### src/lpil_pkg.sv
// package of constants for the light and proximity interrupt logic
package lpil_pkg;
  localparam int unsigned CLK_HZ = 100_000_000;
  localparam int unsigned ALS_PERIOD_MS = 100;
  localparam int unsigned PROX_CONV_US = 540;
  localparam int unsigned PROX_PERIOD_MS = 800;
  localparam int unsigned ALS_PERIOD_CYC = ALS_PERIOD_MS * (CLK_HZ / 1000);
  localparam int unsigned PROX_CONV_CYC = PROX_CONV_US * (CLK_HZ / 1_000_000);
  localparam int unsigned PROX_PERIOD_CYC = PROX_PERIOD_MS * (CLK_HZ / 1000);
  localparam int unsigned ALS_W = 12;
  localparam int unsigned PROX_W = 8;
  localparam logic [11:0] ALS_MAX = 12'h0_FFF;
  localparam logic [7:0] PROX_MAX = 8'h00_FF;
  // register byte offsets
  localparam logic [7:0] OFF_CTRL = 8'h00;
  localparam logic [7:0] OFF_ALS_LO = 8'h04;
  localparam logic [7:0] OFF_ALS_HI = 8'h08;
  localparam logic [7:0] OFF_PROX_TH = 8'h0C;
  localparam logic [7:0] OFF_STATUS = 8'h10;
  localparam logic [7:0] OFF_MASK = 8'h14;
  localparam logic [7:0] OFF_ALS_DATA = 8'h18;
  localparam logic [7:0] OFF_PROX_DATA = 8'h1C;
  // control field positions
  localparam int unsigned CTRL_ALS_EN = 0;
  localparam int unsigned CTRL_PROX_EN = 1;
  localparam int unsigned CTRL_AND_MODE = 2;
  localparam int unsigned CTRL_ALS_PERS = 4;
  localparam int unsigned CTRL_PROX_PERS = 6;
  localparam int unsigned CTRL_AND_PERS = 8;
  // status field positions
  localparam int unsigned ST_ALS = 0;
  localparam int unsigned ST_PROX = 1;
  localparam int unsigned ST_BOTH = 2;
  localparam logic [31:0] CTRL_RST = 32'h0000_0000;
  localparam logic [11:0] ALS_LO_RST = 12'h0_000;
  localparam logic [11:0] ALS_HI_RST = 12'h0_FFF;
  localparam logic [7:0] PROX_TH_RST = 8'h00_FF;
  localparam logic [2:0] MASK_RST = 3'h0;
  localparam logic [7:0] BUS_ADDR_BASE = 8'h00_44;
  typedef enum logic [1:0] {
    PX_IDLE = 2'b00,
    PX_CONV = 2'b01,
    PX_WAIT = 2'b10
  } lpil_px_t;
endpackage : lpil_pkg

### src/lpil_top.sv
// light and proximity measurement sequencer with interrupt logic
//
// The placing of the registers and the APB interface to the registers were decided locally.
`timescale 1ns/1ps
//
// Contract
// RULE_01: light and proximity converters run concurrently and independently.
// RULE_02: the light channel finishes one conversion every 100 ms while enabled.
// RULE_03: during each proximity conversion the led sink driver is on and the reflection is digitised.
// RULE_04: a proximity conversion takes 540 us.
// RULE_05: proximity conversions repeat with a period of at most 800 ms.
// RULE_06: a light result below the low bound or above the high bound is a light trigger.
// RULE_07: a proximity result above the threshold is a proximity trigger.
// RULE_08: a channel interrupt needs 1, 4, 8 or 16 consecutive triggers; a miss restarts the count.
// RULE_09: an option asserts the pin only when both conditions hold together, up to 16 times in a row.
// RULE_10: every interrupt event sets a status bit and drives the interrupt pin; pin only for unmasked joint events in both mode, else unmasked channel ones
// RULE_11: the interrupt pin is active low open drain, pulled low while pending.
// RULE_12: light results are 12 bits saturating at 4095, proximity 8 bits saturating at 255.
// RULE_13: separate enables; both cleared stops all conversion and powers down.
// RULE_14: the host reaches results, status and settings by bus accesses; a select pin sets one address bit.
// RULE_15: the host clears a pending interrupt through the status bits, releasing the pin.
module lpil_top #(
  parameter int unsigned ALS_PERIOD = lpil_pkg::ALS_PERIOD_CYC,
  parameter int unsigned PROX_CONV = lpil_pkg::PROX_CONV_CYC,
  parameter int unsigned PROX_PERIOD = lpil_pkg::PROX_PERIOD_CYC
) (
  input wire logic pclk,
  input wire logic presetn,
  input wire logic psel,
  input wire logic penable,
  input wire logic pwrite,
  input wire logic [7:0] paddr,
  input wire logic [31:0] pwdata,
  output logic [31:0] prdata,
  output logic pready,
  output logic pslverr,
  input wire logic [15:0] als_sample,
  input wire logic [15:0] prox_sample,
  input wire logic bus_target_select,
  output logic [6:0] bus_target_addr,
  output logic led_sink_driver,
  output logic int_n_o,
  output logic int_n_oe,
  output logic powered_down
);
  import lpil_pkg::*;

  // persistence code to trigger count 1/4/8/16
  function automatic logic [4:0] pers_count(input logic [1:0] code);
    unique case (code)
      2'd0: pers_count = 5'd1;
      2'd1: pers_count = 5'd4;
      2'd2: pers_count = 5'd8;
      2'd3: pers_count = 5'd16;
    endcase
  endfunction : pers_count

  // clamp a raw converter value to a result width
  function automatic logic [15:0] sat(input logic [15:0] v, input logic [15:0] mx);
    sat = (v > mx) ? mx : v;
  endfunction : sat

  // software registers and their next values
  logic [31:0] ctrl, next_ctrl;
  logic [11:0] als_lo, next_als_lo, als_hi, next_als_hi;
  logic [7:0] prox_th, next_prox_th;
  logic [2:0] status, next_status, mask, next_mask;
  logic [11:0] als_data, next_als_data;
  logic [7:0] prox_data, next_prox_data;
  // conversion timers and the proximity sequencer
  logic [31:0] als_cnt, next_als_cnt, px_cnt, next_px_cnt, px_per, next_px_per;
  lpil_px_t px_state, next_px_state;
  // consecutive trigger counts and the latest trigger of each channel
  logic [4:0] als_pc, next_als_pc, px_pc, next_px_pc, both_pc, next_both_pc;
  logic als_hold, next_als_hold, px_hold, next_px_hold;
  // next values of the registered outputs
  logic [31:0] next_prdata;
  logic next_pready, next_pslverr, next_led, next_int_n_oe, next_pd;
  logic [6:0] next_addr;
  // control fields and bus strobes
  logic als_en, prox_en, and_mode, wr, rd;

  assign als_en = ctrl[CTRL_ALS_EN];
  assign prox_en = ctrl[CTRL_PROX_EN];
  assign and_mode = ctrl[CTRL_AND_MODE];
  assign wr = psel & penable & pwrite & pready;
  assign rd = psel & penable & ~pwrite;

  // measurement sequencing, triggers, persistence and registers
  always_comb begin
    // strobes and triggers that live for this cycle only
    logic als_done, px_done, als_trig, px_trig, ev_als, ev_px, ev_both;
    logic [2:0] set_bits;
    logic [15:0] a_v, p_v;
    als_done = 1'b0;
    px_done = 1'b0;
    als_trig = 1'b0;
    px_trig = 1'b0;
    ev_als = 1'b0;
    ev_px = 1'b0;
    ev_both = 1'b0;
    set_bits = 3'b000;
    a_v = sat(als_sample, {4'h0, ALS_MAX}); // RULE_12
    p_v = sat(prox_sample, {8'h00, PROX_MAX}); // RULE_12
    next_ctrl = ctrl;
    next_als_lo = als_lo;
    next_als_hi = als_hi;
    next_prox_th = prox_th;
    next_mask = mask;
    next_als_data = als_data;
    next_prox_data = prox_data;
    next_als_cnt = als_cnt;
    next_px_cnt = px_cnt;
    next_px_per = px_per;
    next_px_state = px_state;
    next_als_pc = als_pc;
    next_px_pc = px_pc;
    next_both_pc = both_pc;
    next_als_hold = als_hold;
    next_px_hold = px_hold;
    // light converter, independent of the proximity one
    if (als_en) begin // RULE_01
      if (als_cnt >= ALS_PERIOD - 1) begin // RULE_02
        next_als_cnt = 32'd0;
        als_done = 1'b1;
        next_als_data = a_v[11:0];
        als_trig = (a_v[11:0] < als_lo) || (a_v[11:0] > als_hi); // RULE_06
      end else begin
        next_als_cnt = als_cnt + 32'd1;
      end
    end else begin
      next_als_cnt = 32'd0; // RULE_13
    end
    // proximity converter: led pulse for the conversion, then wait out the period
    next_px_per = (px_per >= PROX_PERIOD - 1) ? 32'd0 : px_per + 32'd1; // RULE_05
    unique case (px_state)
      PX_IDLE: begin
        next_px_cnt = 32'd0;
        next_px_per = 32'd0;
        if (prox_en) begin
          next_px_state = PX_CONV;
        end
      end
      PX_CONV: begin
        next_px_cnt = px_cnt + 32'd1;
        if (!prox_en) begin
          next_px_state = PX_IDLE; // RULE_13
        end else if (px_cnt >= PROX_CONV - 1) begin // RULE_04
          px_done = 1'b1;
          next_prox_data = p_v[7:0]; // RULE_03
          px_trig = p_v[7:0] > prox_th; // RULE_07
          next_px_state = PX_WAIT;
        end
      end
      PX_WAIT: begin
        next_px_cnt = 32'd0;
        if (!prox_en) begin
          next_px_state = PX_IDLE;
        end else if (px_per >= PROX_PERIOD - 1) begin // RULE_05
          next_px_state = PX_CONV;
        end
      end
      default: next_px_state = PX_IDLE;
    endcase
    // consecutive trigger counting per channel; a miss restarts
    if (als_done) begin // RULE_08
      next_als_pc = als_trig ? ((als_pc < 5'd16) ? als_pc + 5'd1 : als_pc) : 5'd0;
      next_als_hold = als_trig;
      ev_als = als_trig && (next_als_pc == pers_count(ctrl[CTRL_ALS_PERS +: 2]));
    end
    if (px_done) begin // RULE_08
      next_px_pc = px_trig ? ((px_pc < 5'd16) ? px_pc + 5'd1 : px_pc) : 5'd0;
      next_px_hold = px_trig;
      ev_px = px_trig && (next_px_pc == pers_count(ctrl[CTRL_PROX_PERS +: 2]));
    end
    // both-channels condition counted at each completed conversion
    if (als_done || px_done) begin // RULE_09
      if (next_als_hold && next_px_hold) begin
        next_both_pc = (both_pc < 5'd16) ? both_pc + 5'd1 : both_pc;
        ev_both = (next_both_pc == pers_count(ctrl[CTRL_AND_PERS +: 2]));
      end else begin
        next_both_pc = 5'd0;
      end
    end
    if (!als_en) begin
      next_als_pc = 5'd0;
      next_als_hold = 1'b0;
    end
    if (!prox_en) begin
      next_px_pc = 5'd0;
      next_px_hold = 1'b0;
    end
    set_bits[ST_ALS] = ev_als; // RULE_10
    set_bits[ST_PROX] = ev_px;
    set_bits[ST_BOTH] = ev_both;
    // register writes; status is write one to clear with set winning
    next_status = status | set_bits;
    if (wr) begin // RULE_14
      unique case (paddr)
        OFF_CTRL: next_ctrl = {22'h0, pwdata[9:0]};
        OFF_ALS_LO: next_als_lo = pwdata[11:0];
        OFF_ALS_HI: next_als_hi = pwdata[11:0];
        OFF_PROX_TH: next_prox_th = pwdata[7:0];
        OFF_STATUS: next_status = (status & ~pwdata[2:0]) | set_bits; // RULE_15
        OFF_MASK: next_mask = pwdata[2:0];
        default: ;
      endcase
    end
    // read data and bus answer, one wait state
    next_pready = psel & penable & ~pready;
    next_pslverr = 1'b0;
    next_prdata = prdata;
    if (psel && penable && !pready) begin
      next_pslverr = paddr > OFF_PROX_DATA || paddr[1:0] != 2'b00;
      unique case (paddr)
        OFF_CTRL: next_prdata = ctrl;
        OFF_ALS_LO: next_prdata = {20'h0, als_lo};
        OFF_ALS_HI: next_prdata = {20'h0, als_hi};
        OFF_PROX_TH: next_prdata = {24'h0, prox_th};
        OFF_STATUS: next_prdata = {29'h0, status};
        OFF_MASK: next_prdata = {29'h0, mask};
        OFF_ALS_DATA: next_prdata = {20'h0, als_data};
        OFF_PROX_DATA: next_prdata = {24'h0, prox_data};
        default: next_prdata = 32'h0000_0000;
      endcase
      if (!pwrite) begin
        next_pslverr = next_pslverr & rd;
      end
    end
    next_led = (next_px_state == PX_CONV); // RULE_03
    // in both mode only the joint event reaches the pin
    if (and_mode) begin // RULE_09
      next_int_n_oe = ~(next_status[ST_BOTH] & next_mask[ST_BOTH]); // RULE_11
    end else begin
      next_int_n_oe = ~|(next_status[1:0] & next_mask[1:0]); // RULE_11
    end
    next_pd = ~(next_ctrl[CTRL_ALS_EN] | next_ctrl[CTRL_PROX_EN]); // RULE_13
    next_addr = {BUS_ADDR_BASE[6:1], bus_target_select}; // RULE_14
  end

  // all state and outputs registered
  always_ff @(posedge pclk or negedge presetn) begin
    if (!presetn) begin
      ctrl <= CTRL_RST;
      als_lo <= ALS_LO_RST;
      als_hi <= ALS_HI_RST;
      prox_th <= PROX_TH_RST;
      status <= 3'h0;
      mask <= MASK_RST;
      als_data <= 12'h0_000;
      prox_data <= 8'h00;
      als_cnt <= 32'h0000_0000;
      px_cnt <= 32'h0000_0000;
      px_per <= 32'h0000_0000;
      px_state <= PX_IDLE;
      als_pc <= 5'h00;
      px_pc <= 5'h00;
      both_pc <= 5'h00;
      als_hold <= 1'b0;
      px_hold <= 1'b0;
      prdata <= 32'h0000_0000;
      pready <= 1'b0;
      pslverr <= 1'b0;
      led_sink_driver <= 1'b0;
      int_n_oe <= 1'b1;
      powered_down <= 1'b1;
      bus_target_addr <= 7'h00;
    end else begin
      ctrl <= next_ctrl;
      als_lo <= next_als_lo;
      als_hi <= next_als_hi;
      prox_th <= next_prox_th;
      status <= next_status;
      mask <= next_mask;
      als_data <= next_als_data;
      prox_data <= next_prox_data;
      als_cnt <= next_als_cnt;
      px_cnt <= next_px_cnt;
      px_per <= next_px_per;
      px_state <= next_px_state;
      als_pc <= next_als_pc;
      px_pc <= next_px_pc;
      both_pc <= next_both_pc;
      als_hold <= next_als_hold;
      px_hold <= next_px_hold;
      prdata <= next_prdata;
      pready <= next_pready;
      pslverr <= next_pslverr;
      led_sink_driver <= next_led;
      int_n_oe <= next_int_n_oe;
      powered_down <= next_pd;
      bus_target_addr <= next_addr;
    end
  end

  // open drain pin only ever drives low
  always_ff @(posedge pclk or negedge presetn) begin
    if (!presetn) begin
      int_n_o <= 1'b0;
    end else begin
      int_n_o <= 1'b0; // RULE_11
    end
  end
endmodule : lpil_top

### config.mk
export PLATFORM = sky130hd
export DESIGN_NAME = lpil_top
export DESIGN_NICKNAME = d
export VERILOG_FILES = /design/src/lpil_pkg.sv /design/src/lpil_top.sv
export SDC_FILE = /design/constraint.sdc
export NUM_CORES = 1
export LEC_CHECK = 0
export BUFFER_PORTS_ARGS = -buffer_cell sky130_fd_sc_hd__buf_4
export CAP_MARGIN = 40
export CORE_MARGIN = 2
export CORE_UTILIZATION = 40
export DETAILED_ROUTE_END_ITERATION = 6
export PLACE_DENSITY_LB_ADDON = 0.2
export SLEW_MARGIN = 40
export SYNTH_ARGS = -nofsm -noshare
export SYNTH_HDL_FRONTEND = slang
export SYNTH_SLANG_ARGS = --single-unit
export TNS_END_PERCENT = 50
### constraint.sdc
create_clock -name pclk -period 3 [get_ports pclk]
set_input_delay 0.6 -clock pclk [delete_from_list [all_inputs] [get_ports pclk]]
set_output_delay 0.6 -clock pclk [all_outputs]
set_load 0.01 [all_outputs]
==> results of run 1 <==
-- logic make-up after synthesis --
logic type      Yosys count  share of synthesized area
buf+inv                  97                     0.0460
fa+ha+maj                37                     0.0441
simple gates            383                      0.189
mux                      68                     0.0724
xor+xnor                 82                     0.0683
other cells               2                   0.000715
compound gates          144                     0.0955
flops                   202                      0.484
-- per-layer routing --
layer,global-route usage,share of wire,vias up
li1,-,-,3795
met1,0.246,0.48,3747
met2,0.277,0.46,145
met3,0.0255,0.038,35
met4,0.0416,0.021,0
met5,0,0,-
-- stage by stage --
| stage | instances | TNS (ps) |
|---|---|---|
| 2_1_floorplan | 1052 | 0 |
| 3_3_place_gp | 1457 | -4340 |
| 3_5_place_dp | 1457 | -5110 |
| 4_1_cts | 1501 | 0 |
| 5_1_grt | 1501 | 0 |
| 6_report | 1501 | 0 |
-- placed cells by master, fill, tap and decap left out, drive strengths merged, types with 14 or more instances in the layout --
cell type and count:
dfrtp 180, buf 124, nor2 88, nand2 76
mux2 64, nand3 48, xnor2 44, clkbuf 43
inv 42, conb 39, xor2 38, ha 37
o21ai 32, and2 31, a21oi 26, nor3 23
dfstp 22, a22oi 22, nand4 20, nand2b 19
and3 14, nor4 14
-- critical path, cell delays in order --
cell	delay, ps
buf_4	110
nor4_2	280
nand2_2	190
or2_2	330
ha_1	300
nand3_1	90
or4_1	550
and3_1	210
a32o_1	240
a22oi_1	210
a2bb2oi_1	180
-- power breakdown --
part           switching (W)  internal (W)
Sequential         0.0000253       0.00276
Combinational       0.000158      0.000114
Clock                0.00111       0.00175
Total                0.00130       0.00462
-- worst max-delay path by stage --
stage	startpoint	endpoint	slack [ps]	cells after the start
detailed placement	prox_sample[15]	int_n_oe	-430	11
global route	als_sample[13]	both_pc[2]	10	14
global placement	prox_sample[11]	int_n_oe	-380	11
finish	prox_sample[15]	int_n_oe	140	11
CTS	prox_sample[15]	int_n_oe	90	11
floorplan	prox_sample[15]	int_n_oe	2	10
-- state kept, by name (all words and copies together) (netlist names), 3 cells and up --
signal,count
als_cnt,32
als_data,12
als_hi,12
als_lo,12
als_pc,5
both_pc,5
ctrl,10
mask,3
prdata,12
prox_data,8
prox_th,8
px_cnt,32
px_pc,5
px_per,32
status,3
-- layout make-up --
cell class / instances / share of cell area
multi-input cells: 753 / 0.410
clock inverters: 2 / 0.000796
flip-flops and latches: 202 / 0.404
clock buffers: 42 / 0.0620
well taps: 335 / 0.0333
inverters: 42 / 0.0125
repair buffers: 125 / 0.0774
==> impl_metrics.ini, run 1 <==
[placed_design]
dp_hpwl_mm = 16.5
post-place-ws_ps = -434
dpl_cell_area_um2 = 11700
port_buffers = 77
place_congestion = 0.824

[flow_run]
maxCapViolCount = 0

[final_layout]
n_antenna_cell = 0
finalNetCount = 1263
multi_input_area_um2 = 5150
drive_gt1_frac = 0.237
post-route-util = 0.485
syn_to_final_growth_pct = 19.7
ff_latch_area_um2 = 5080
fill_cells = 2432
final_cell_area_um2 = 12600

[sta]
worstMarginPinSlew_ps = 720
setup_viol = 0
slew_viol_final = 0
hold_viol_final = 0
timing.hold.ws_ps = 3.36
rsz0062_at_grt = no
fmax_mhz = 349
setup_ws_ps = 139
timing.final.crit_share = 0.954
relSlewSlack = 0.519
fin_skew_ps = 11.7
fin_crit_ps = 2860

[power_and_ir_drop]
leakagePower_nw = 5.40
power_density_nw_per_um2 = 470
power_w = 0.00591
ir_drop_mv = 0.487

[cts]
ctsResizeCount = 0
holdBufCountCts = 0
cts_max_level = 1
cts.reportedPaths.clkPinSlew_ps = 60
insertion_delay_ps = 510
clk_path_buf_depth = 3
cts_root_buffer = clkbuf_16
cts.sinks = 202
cts_tree = yes
numCtsBuffers = 24
cts_setup_buffers = 0

[synth]
synth_warnings = 0
yosysTopAreaCell = dfrtp_1
yosys-top-cells-area = dfrtp_1, mux2_2, dfstp_2, ha_1, xnor2_1
synth_most_common_cell = dfrtp_1
syn_inst = 1015
synthFlopType = dfrtp_1
syn_avg_cell_area_um2 = 10.4
synth_common_cells = dfrtp_1, nor2_1, nand2_1, mux2_2, nand3_1
ys_seq_area_frac = 0.484
synth_cell_types = 67
synth-async-reset-ratio = 1.00
synth_edf_count = 0
synth_area_um2 = 10500
synth_top_area_share = 0.429
ys_ff_latch = 202

[grt]
grt_max_degree = 65
grt_pass1_vias = 7851
overflow = 0
grt_pass1_wl_mm = 39.8
grt_usage = 0.172
antenna_found_initial = 0

[setup_path]
regToRegEndpoint = int_n_oe
rr_worst_depth = 10
startpoint_type = primary input
cp_max_fo = 8
crit_arrival_ps = 3300
critical_path_class = in2reg
r2r_slack_ps = 350
timing.rr.start = als_hi[9]
cp.required_ps = 3440
cp-end-kind = register

[floorplan]
initial_core_util = 0.406
coreArea_um2 = 25900
rows = 59
die_width_um = 166
die_height_um = 166
io_pins = 123
dieArea_um2 = 27600

[drt]
vias = 7722
drt_iter0_drc = 485
antenna_left = 0
wl_mm = 23.3
wl_per_cell_um = 15.6
drt_first_pass_iters = 5
viasPerCell = 5.14
drc = 0

[outcome]
status = completed

[worst_hold_path]
hold_path.class = in2async
No activity file was read; power rests on OpenSTA's default activity.
==> run 2, diff against run 1 <==
- ABC_AREA: default -> 1
==> run 2 against run 1 <==
Effect of this change:
- wire length up 8.7%
- critical endpoint unchanged
- non-clock buffer count decreased by 2
- largest power group unchanged
- clock-buffer cell count fell by 7
- fmax grew 3.4%
- register-to-register slack better by 220 ps
- final area rose by 2.8%
- via count up 15%
- die area is 2.8% higher
- combinational power shrank 7.4%
- final cell count rose by 22%
- flip-flop and latch count unchanged
==> impl_metrics.ini, run 2 <==
[synth]
synth_cell_types = 56
synthFlopType = dfrtp_1
ys_seq_area_frac = 0.470
synth_warnings = 0
synth_most_common_cell = nand2_1
synth_area_um2 = 10800
yosysTopAreaCell = dfrtp_1
synth-async-reset-ratio = 1.00
syn_inst = 1330
synth_edf_count = 0
yosys-top-cells-area = dfrtp_1, nand2_1, inv_1, dfstp_2, nor2_1
synth_top_area_share = 0.417
synth_common_cells = nand2_1, dfrtp_1, inv_1, nor2_1, o21ai_0
syn_avg_cell_area_um2 = 8.13
ys_ff_latch = 202

[placed_design]
dp_hpwl_mm = 18.6
port_buffers = 77
place_congestion = 0.801
dpl_cell_area_um2 = 12000

[sta]
fin_crit_ps = 2770
timing.hold.ws_ps = 186
hold_viol_final = 0
fmax_mhz = 361
slew_viol_final = 0
worstMarginPinSlew_ps = 578
timing.final.crit_share = 0.923
fin_skew_ps = 7.83
relSlewSlack = 0.612
setup_viol = 0

[power_and_ir_drop]
power_w = 0.00614
clkPwrFrac = 0.507
power_frac_comb = 0.041
p_sw_frac = 0.214
power_density_nw_per_um2 = 475
ir_drop_mv = 0.347
p_int_w = 0.00483
p_sw_w = 0.00132
leakagePower_nw = 5.79
power.share.sequential = 0.452

[final_layout]
n_antenna_cell = 0
fill_cells = 2582
final_cell_area_um2 = 12900
layout_commonest_cell = nand2_1
top_regs = als_cnt x32, px_cnt x32, px_per x32
finalNetCount = 1583
drive_gt1_frac = 0.171
syn_to_final_growth_pct = 19.5
layout_common_cells = nand2_1, inv_1, dfrtp_1

[setup_path]
cp_cell_sequence = buf_4 > nor4_2 > nand2_1 > buf_4 > or2_2 > ha_1 > nand2_1 > o211ai_1 > nand2_1 > nand2_1 > nand2_1 > nor2_4 > buf_4 > o211ai_1 > nor2_1 > nand2_1 > nand2_1 > a21oi_1 > nand2_1 > nand2_1
critical_path_class = in2reg
cp-end-kind = register
crit_arrival_ps = 3220
path_buf_inv = 3
cp.required_ps = 3450
cp_max_fo = 6
cpPeakStageDelay_ps = 300
startpoint_type = primary input
crit_family = simple AND/OR/NAND/NOR gates
cp_common_cell = nand2_1
slowest_stage = or2_2

[floorplan]
die_width_um = 168
rows = 60
io_pins = 123
dieArea_um2 = 28400
initial_core_util = 0.405
coreArea_um2 = 26700
die_height_um = 168

[cts]
insertion_delay_ps = 520
clk_path_buf_depth = 3
cts.sinks = 202
cts_max_level = 1
cts.reportedPaths.clkPinSlew_ps = 60
cts_tree = yes
cts_root_buffer = clkbuf_16
numCtsBuffers = 24

[drt]
wl_met2_mm = 11.7
drt_iter0_drc = 495
wl_per_cell_um = 13.9
drt_first_pass_iters = 5
wl_met1_mm = 12.1
wl_mm = 25.4
drc = 0
viasPerCell = 4.87
top_layer = met4
vias = 8885
wl_met3_mm = 1.04
antenna_left = 0

[grt]
grt_pass1_vias = 8660
overflow = 0
grt_usage = 0.183
antenna_found_initial = 0
grt_pass1_wl_mm = 42.6
grt_max_degree = 100

[outcome]
status = completed

[flow_run]
maxCapViolCount = 0

[worst_hold_path]
hold_path.class = in2reg
==> run 2: repair_timing <==
item,in CTS,in global routing
setup buffers,0,2
hold buffers,1,0
setup endpoints to repair,0,4
hold endpoints to repair,22,0
gates resized for setup,0,7
==> run 2: power groups by stage <==
stage | sequential, W | clock, W | combinational, W
floorplan | 0.00283 | 0 | 0.000114
global placement | 0.00283 | 0 | 0.000253
detailed placement | 0.00283 | 0 | 0.000255
CTS | 0.00278 | 0.00320 | 0.000257
global route | 0.00278 | 0.00332 | 0.000291
finish | 0.00278 | 0.00311 | 0.000252
==> run 2: cell type report <==
cell class                      instances  area [um2]  share of cell area
Tap cell                              341         427              0.0330
Clock inverter                          8         123             0.00949
Multi-Input combinational cell        928        4880               0.378
Inverter                              189         709              0.0549
Timing Repair Buffer                  123         957              0.0740
Clock buffer                           35         743              0.0575
Sequential cell                       202        5080               0.393
==> run 2: path summary, 6_finish.rpt <==
kind                              startpoint                 end  slack [ps]  cells after the start
setup / recovery             prox_sample[11]            int_n_oe         230                     20
hold / removal             bus_target_select  bus_target_addr[0]         190                      1
setup reg to reg                  als_cnt[0]            int_n_oe         570                     18
hold reg to reg                   als_cnt[0]          als_cnt[0]         460                      1
max in group asynchronous            presetn           als_lo[9]        1650                      3
min in group asynchronous            presetn           px_per[6]         530                      2
==> run 2: logic make-up (layout without fill, tap and decap cells) <==
kind of cell             Yosys count  count (layout)  synth area share
AO/OA/AOI/OAI                    243             243             0.129
XOR/XNOR                          31              31            0.0251
adder cells (fa/ha/maj)           37              37            0.0428
buffers and inverters            237             355            0.0936
flip-flops                       202             202             0.470
other                              2              39          0.000695
AND/OR/NAND/NOR                  578             578             0.239
==> run 2: metrics by stage <==
step	setup TNS (ps)	setup WS, ps	utilization	cells
final	0	232	0.484	1826
after global routing	-85.4	-64.1	0.484	1826
after CTS	0	168	0.482	1824
after detailed placement	-2020	-357	0.449	1780
after global placement	-1630	-280	0.449	1780
after floorplan	0	180	-	1367
==> run 2: layer usage <==
layer  track usage  up-vias
li1              -     4562
met1         0.247     4109
met2         0.308      170
met3        0.0261       44
met4        0.0525        0
met5             0        -
==> run 3, diff against run 2 <==
- CORE_ASPECT_RATIO: default -> 1.4
- CORE_UTILIZATION: 40 -> 51
==> run 3 against run 2 <==
Effect of this change:
- combinational power grew 2%
- worst hold slack lost 110 ps
- total power shrank 5.1%
- first-iteration DRC count shrank 5.7%
- register-to-register slack lost 40 ps
- clock power shrank 10%
- largest cell class unchanged
==> impl_metrics.ini, run 3 (same netlist as run 2, synthesis figures left out) <==
[sta]
worstMarginPinSlew_ps = 599
setup_ws_ps = 178
timing.hold.ws_ps = 80.4
rsz0062_at_grt = no
timing.final.crit_share = 0.941
relSlewSlack = 0.595
setup_viol = 0
hold_viol_final = 0
fin_skew_ps = 12.4
fmax_mhz = 354
fin_crit_ps = 2820
slew_viol_final = 0

[final_layout]
top_regs = als_cnt x32, px_cnt x32, px_per x32
drive_gt1_frac = 0.163
syn_to_final_growth_pct = 16.9
layout_common_cells = nand2_1, inv_1, dfrtp_1
n_antenna_cell = 0
layout_commonest_cell = nand2_1
ff_latch_area_um2 = 5080
finalNetCount = 1572
finalNonFillerCells = 1732
multi_input_area_um2 = 4890
fill_cells = 1894

[drt]
wl_per_cell_um = 14.5
vias = 9046
antenna_left = 0
drt_iter0_drc = 467
drc = 0
drt_first_pass_iters = 5
viasPerCell = 5.22
wl_mm = 25.1

[power_and_ir_drop]
leakagePower_nw = 5.69
p_sw_w = 0.00126
power.share.sequential = 0.476
power_frac_comb = 0.044
ir_drop_mv = 0.439
clkPwrFrac = 0.479
power_density_nw_per_um2 = 461
p_int_w = 0.00457
p_sw_frac = 0.216

[setup_path]
slowest_stage = ha_1
cp_max_fo = 6
regToRegEndpoint = int_n_oe
cp-end-kind = register
r2r_slack_ps = 530
rr_worst_depth = 15
startpoint_type = primary input
cpPeakStageDelay_ps = 300
cp.required_ps = 3440
timing.rr.start = px_cnt[14]
cp_common_cell = nand2_1
cp_cell_sequence = buf_4 > nor4_2 > nand2_2 > buf_4 > or2_2 > ha_1 > nand2_1 > nor2_1 > a211oi_1 > nand2_1 > nand2_1 > nor2_4 > inv_1 > nand2_1 > nand2_1 > inv_1 > nand2_1 > o21ai_2 > nand2_1 > nand2_1 > nand2_1
critical_path_class = in2reg
crit_arrival_ps = 3260

[grt]
grt_max_degree = 67
overflow = 0
grt_pass1_vias = 8909
grt_usage = 0.227
grt_pass1_wl_mm = 41.7
antenna_found_initial = 0

[placed_design]
dp_hpwl_mm = 18.8
post-place-ws_ps = -331
dp_cells = 1693
port_buffers = 77
place_congestion = 0.881

[flow_run]
maxCapViolCount = 0

[cts]
cts_max_level = 1
clk_path_buf_depth = 3
insertion_delay_ps = 510
cts.sinks = 202
cts_root_buffer = clkbuf_16
cts.reportedPaths.clkPinSlew_ps = 60
numCtsBuffers = 21
cts_tree = yes

[floorplan]
io_pins = 123
coreArea_um2 = 21000
dieArea_um2 = 22400
rows = 63
initial_core_util = 0.516
die_width_um = 127
die_height_um = 176

[worst_hold_path]
hold_path.class = in2async

[outcome]
status = completed
[run 3: cell count changes in the layout (fill, tap and decap cells not counted), sizes merged]
cell         previous run  this run
dlygate4sd3             1         0
clkinv                  4         6
clkbuf                 36        29
inv                   187       188
clkinvlp                3         1
buf                   121       114
bufinv                  3         4
[run 3: area by class of cell]
type                       count  area share
clock inverter                10      0.0127
tap                          260      0.0257
multi-input combinational    928       0.387
clock buffer                  28      0.0460
sequential                   202       0.402
inverter                     189      0.0561
timing repair buffer         115      0.0708
[run 3: how the worst max path moves through the flow]
stage / startpoint / endpoint / slack, ps / cells after the start
2_1_floorplan: prox_sample[11] / int_n_oe / 180 / 21
3_3_place_gp: prox_sample[15] / int_n_oe / -310 / 22
3_5_place_dp: prox_sample[15] / int_n_oe / -330 / 22
4_1_cts: prox_sample[15] / int_n_oe / 170 / 22
5_1_grt: prox_sample[15] / int_n_oe / 2 / 22
6_report: prox_sample[11] / int_n_oe / 180 / 21
[run 3: critical path, delay by kind of cell]
family                     cells  cell delay (ps)
AOI/OAI and AO/OA              2              360
and+or+nand+nor               14             1570
buffers and inverters          4              440
adders and majority gates      1              300
[run 3: metal layers]
metal	wire (um)	GRT usage	up-vias
met1	10500	0.273	4250
met5	0	0	-
met4	752	0.0810	0
li1	-	-	4529
met2	12800	0.415	210
met3	1050	0.0309	57
[run 3: timing repair]
| item | CTS | global route |
|---|---|---|
| endpoints found under the setup margin | 0 | 4 |
| gates resized for setup | 0 | 7 |
| hold buffers | 0 | 0 |
| buffers inserted | 0 | 1 |
[run 3: power groups by stage]
stage                     registers [W]  logic [W]  clock network [W]
after global routing            0.00278   0.000291            0.00296
after global placement          0.00283   0.000253                  0
final                           0.00278   0.000258            0.00280
after CTS                       0.00278   0.000259            0.00286
after detailed placement        0.00283   0.000257                  0
after floorplan                 0.00283   0.000114                  0
[run 3: stage by stage]
step           power, W   util  setup TNS, ps  instance area [um2]
2_1_floorplan   0.00294      -              0                11000
3_3_place_gp    0.00308  0.566          -1470                11900
3_5_place_dp    0.00308  0.566          -2090                11900
4_1_cts         0.00590  0.601              0                12600
5_1_grt         0.00603  0.603              0                12600
6_report        0.00583  0.603              0                12600
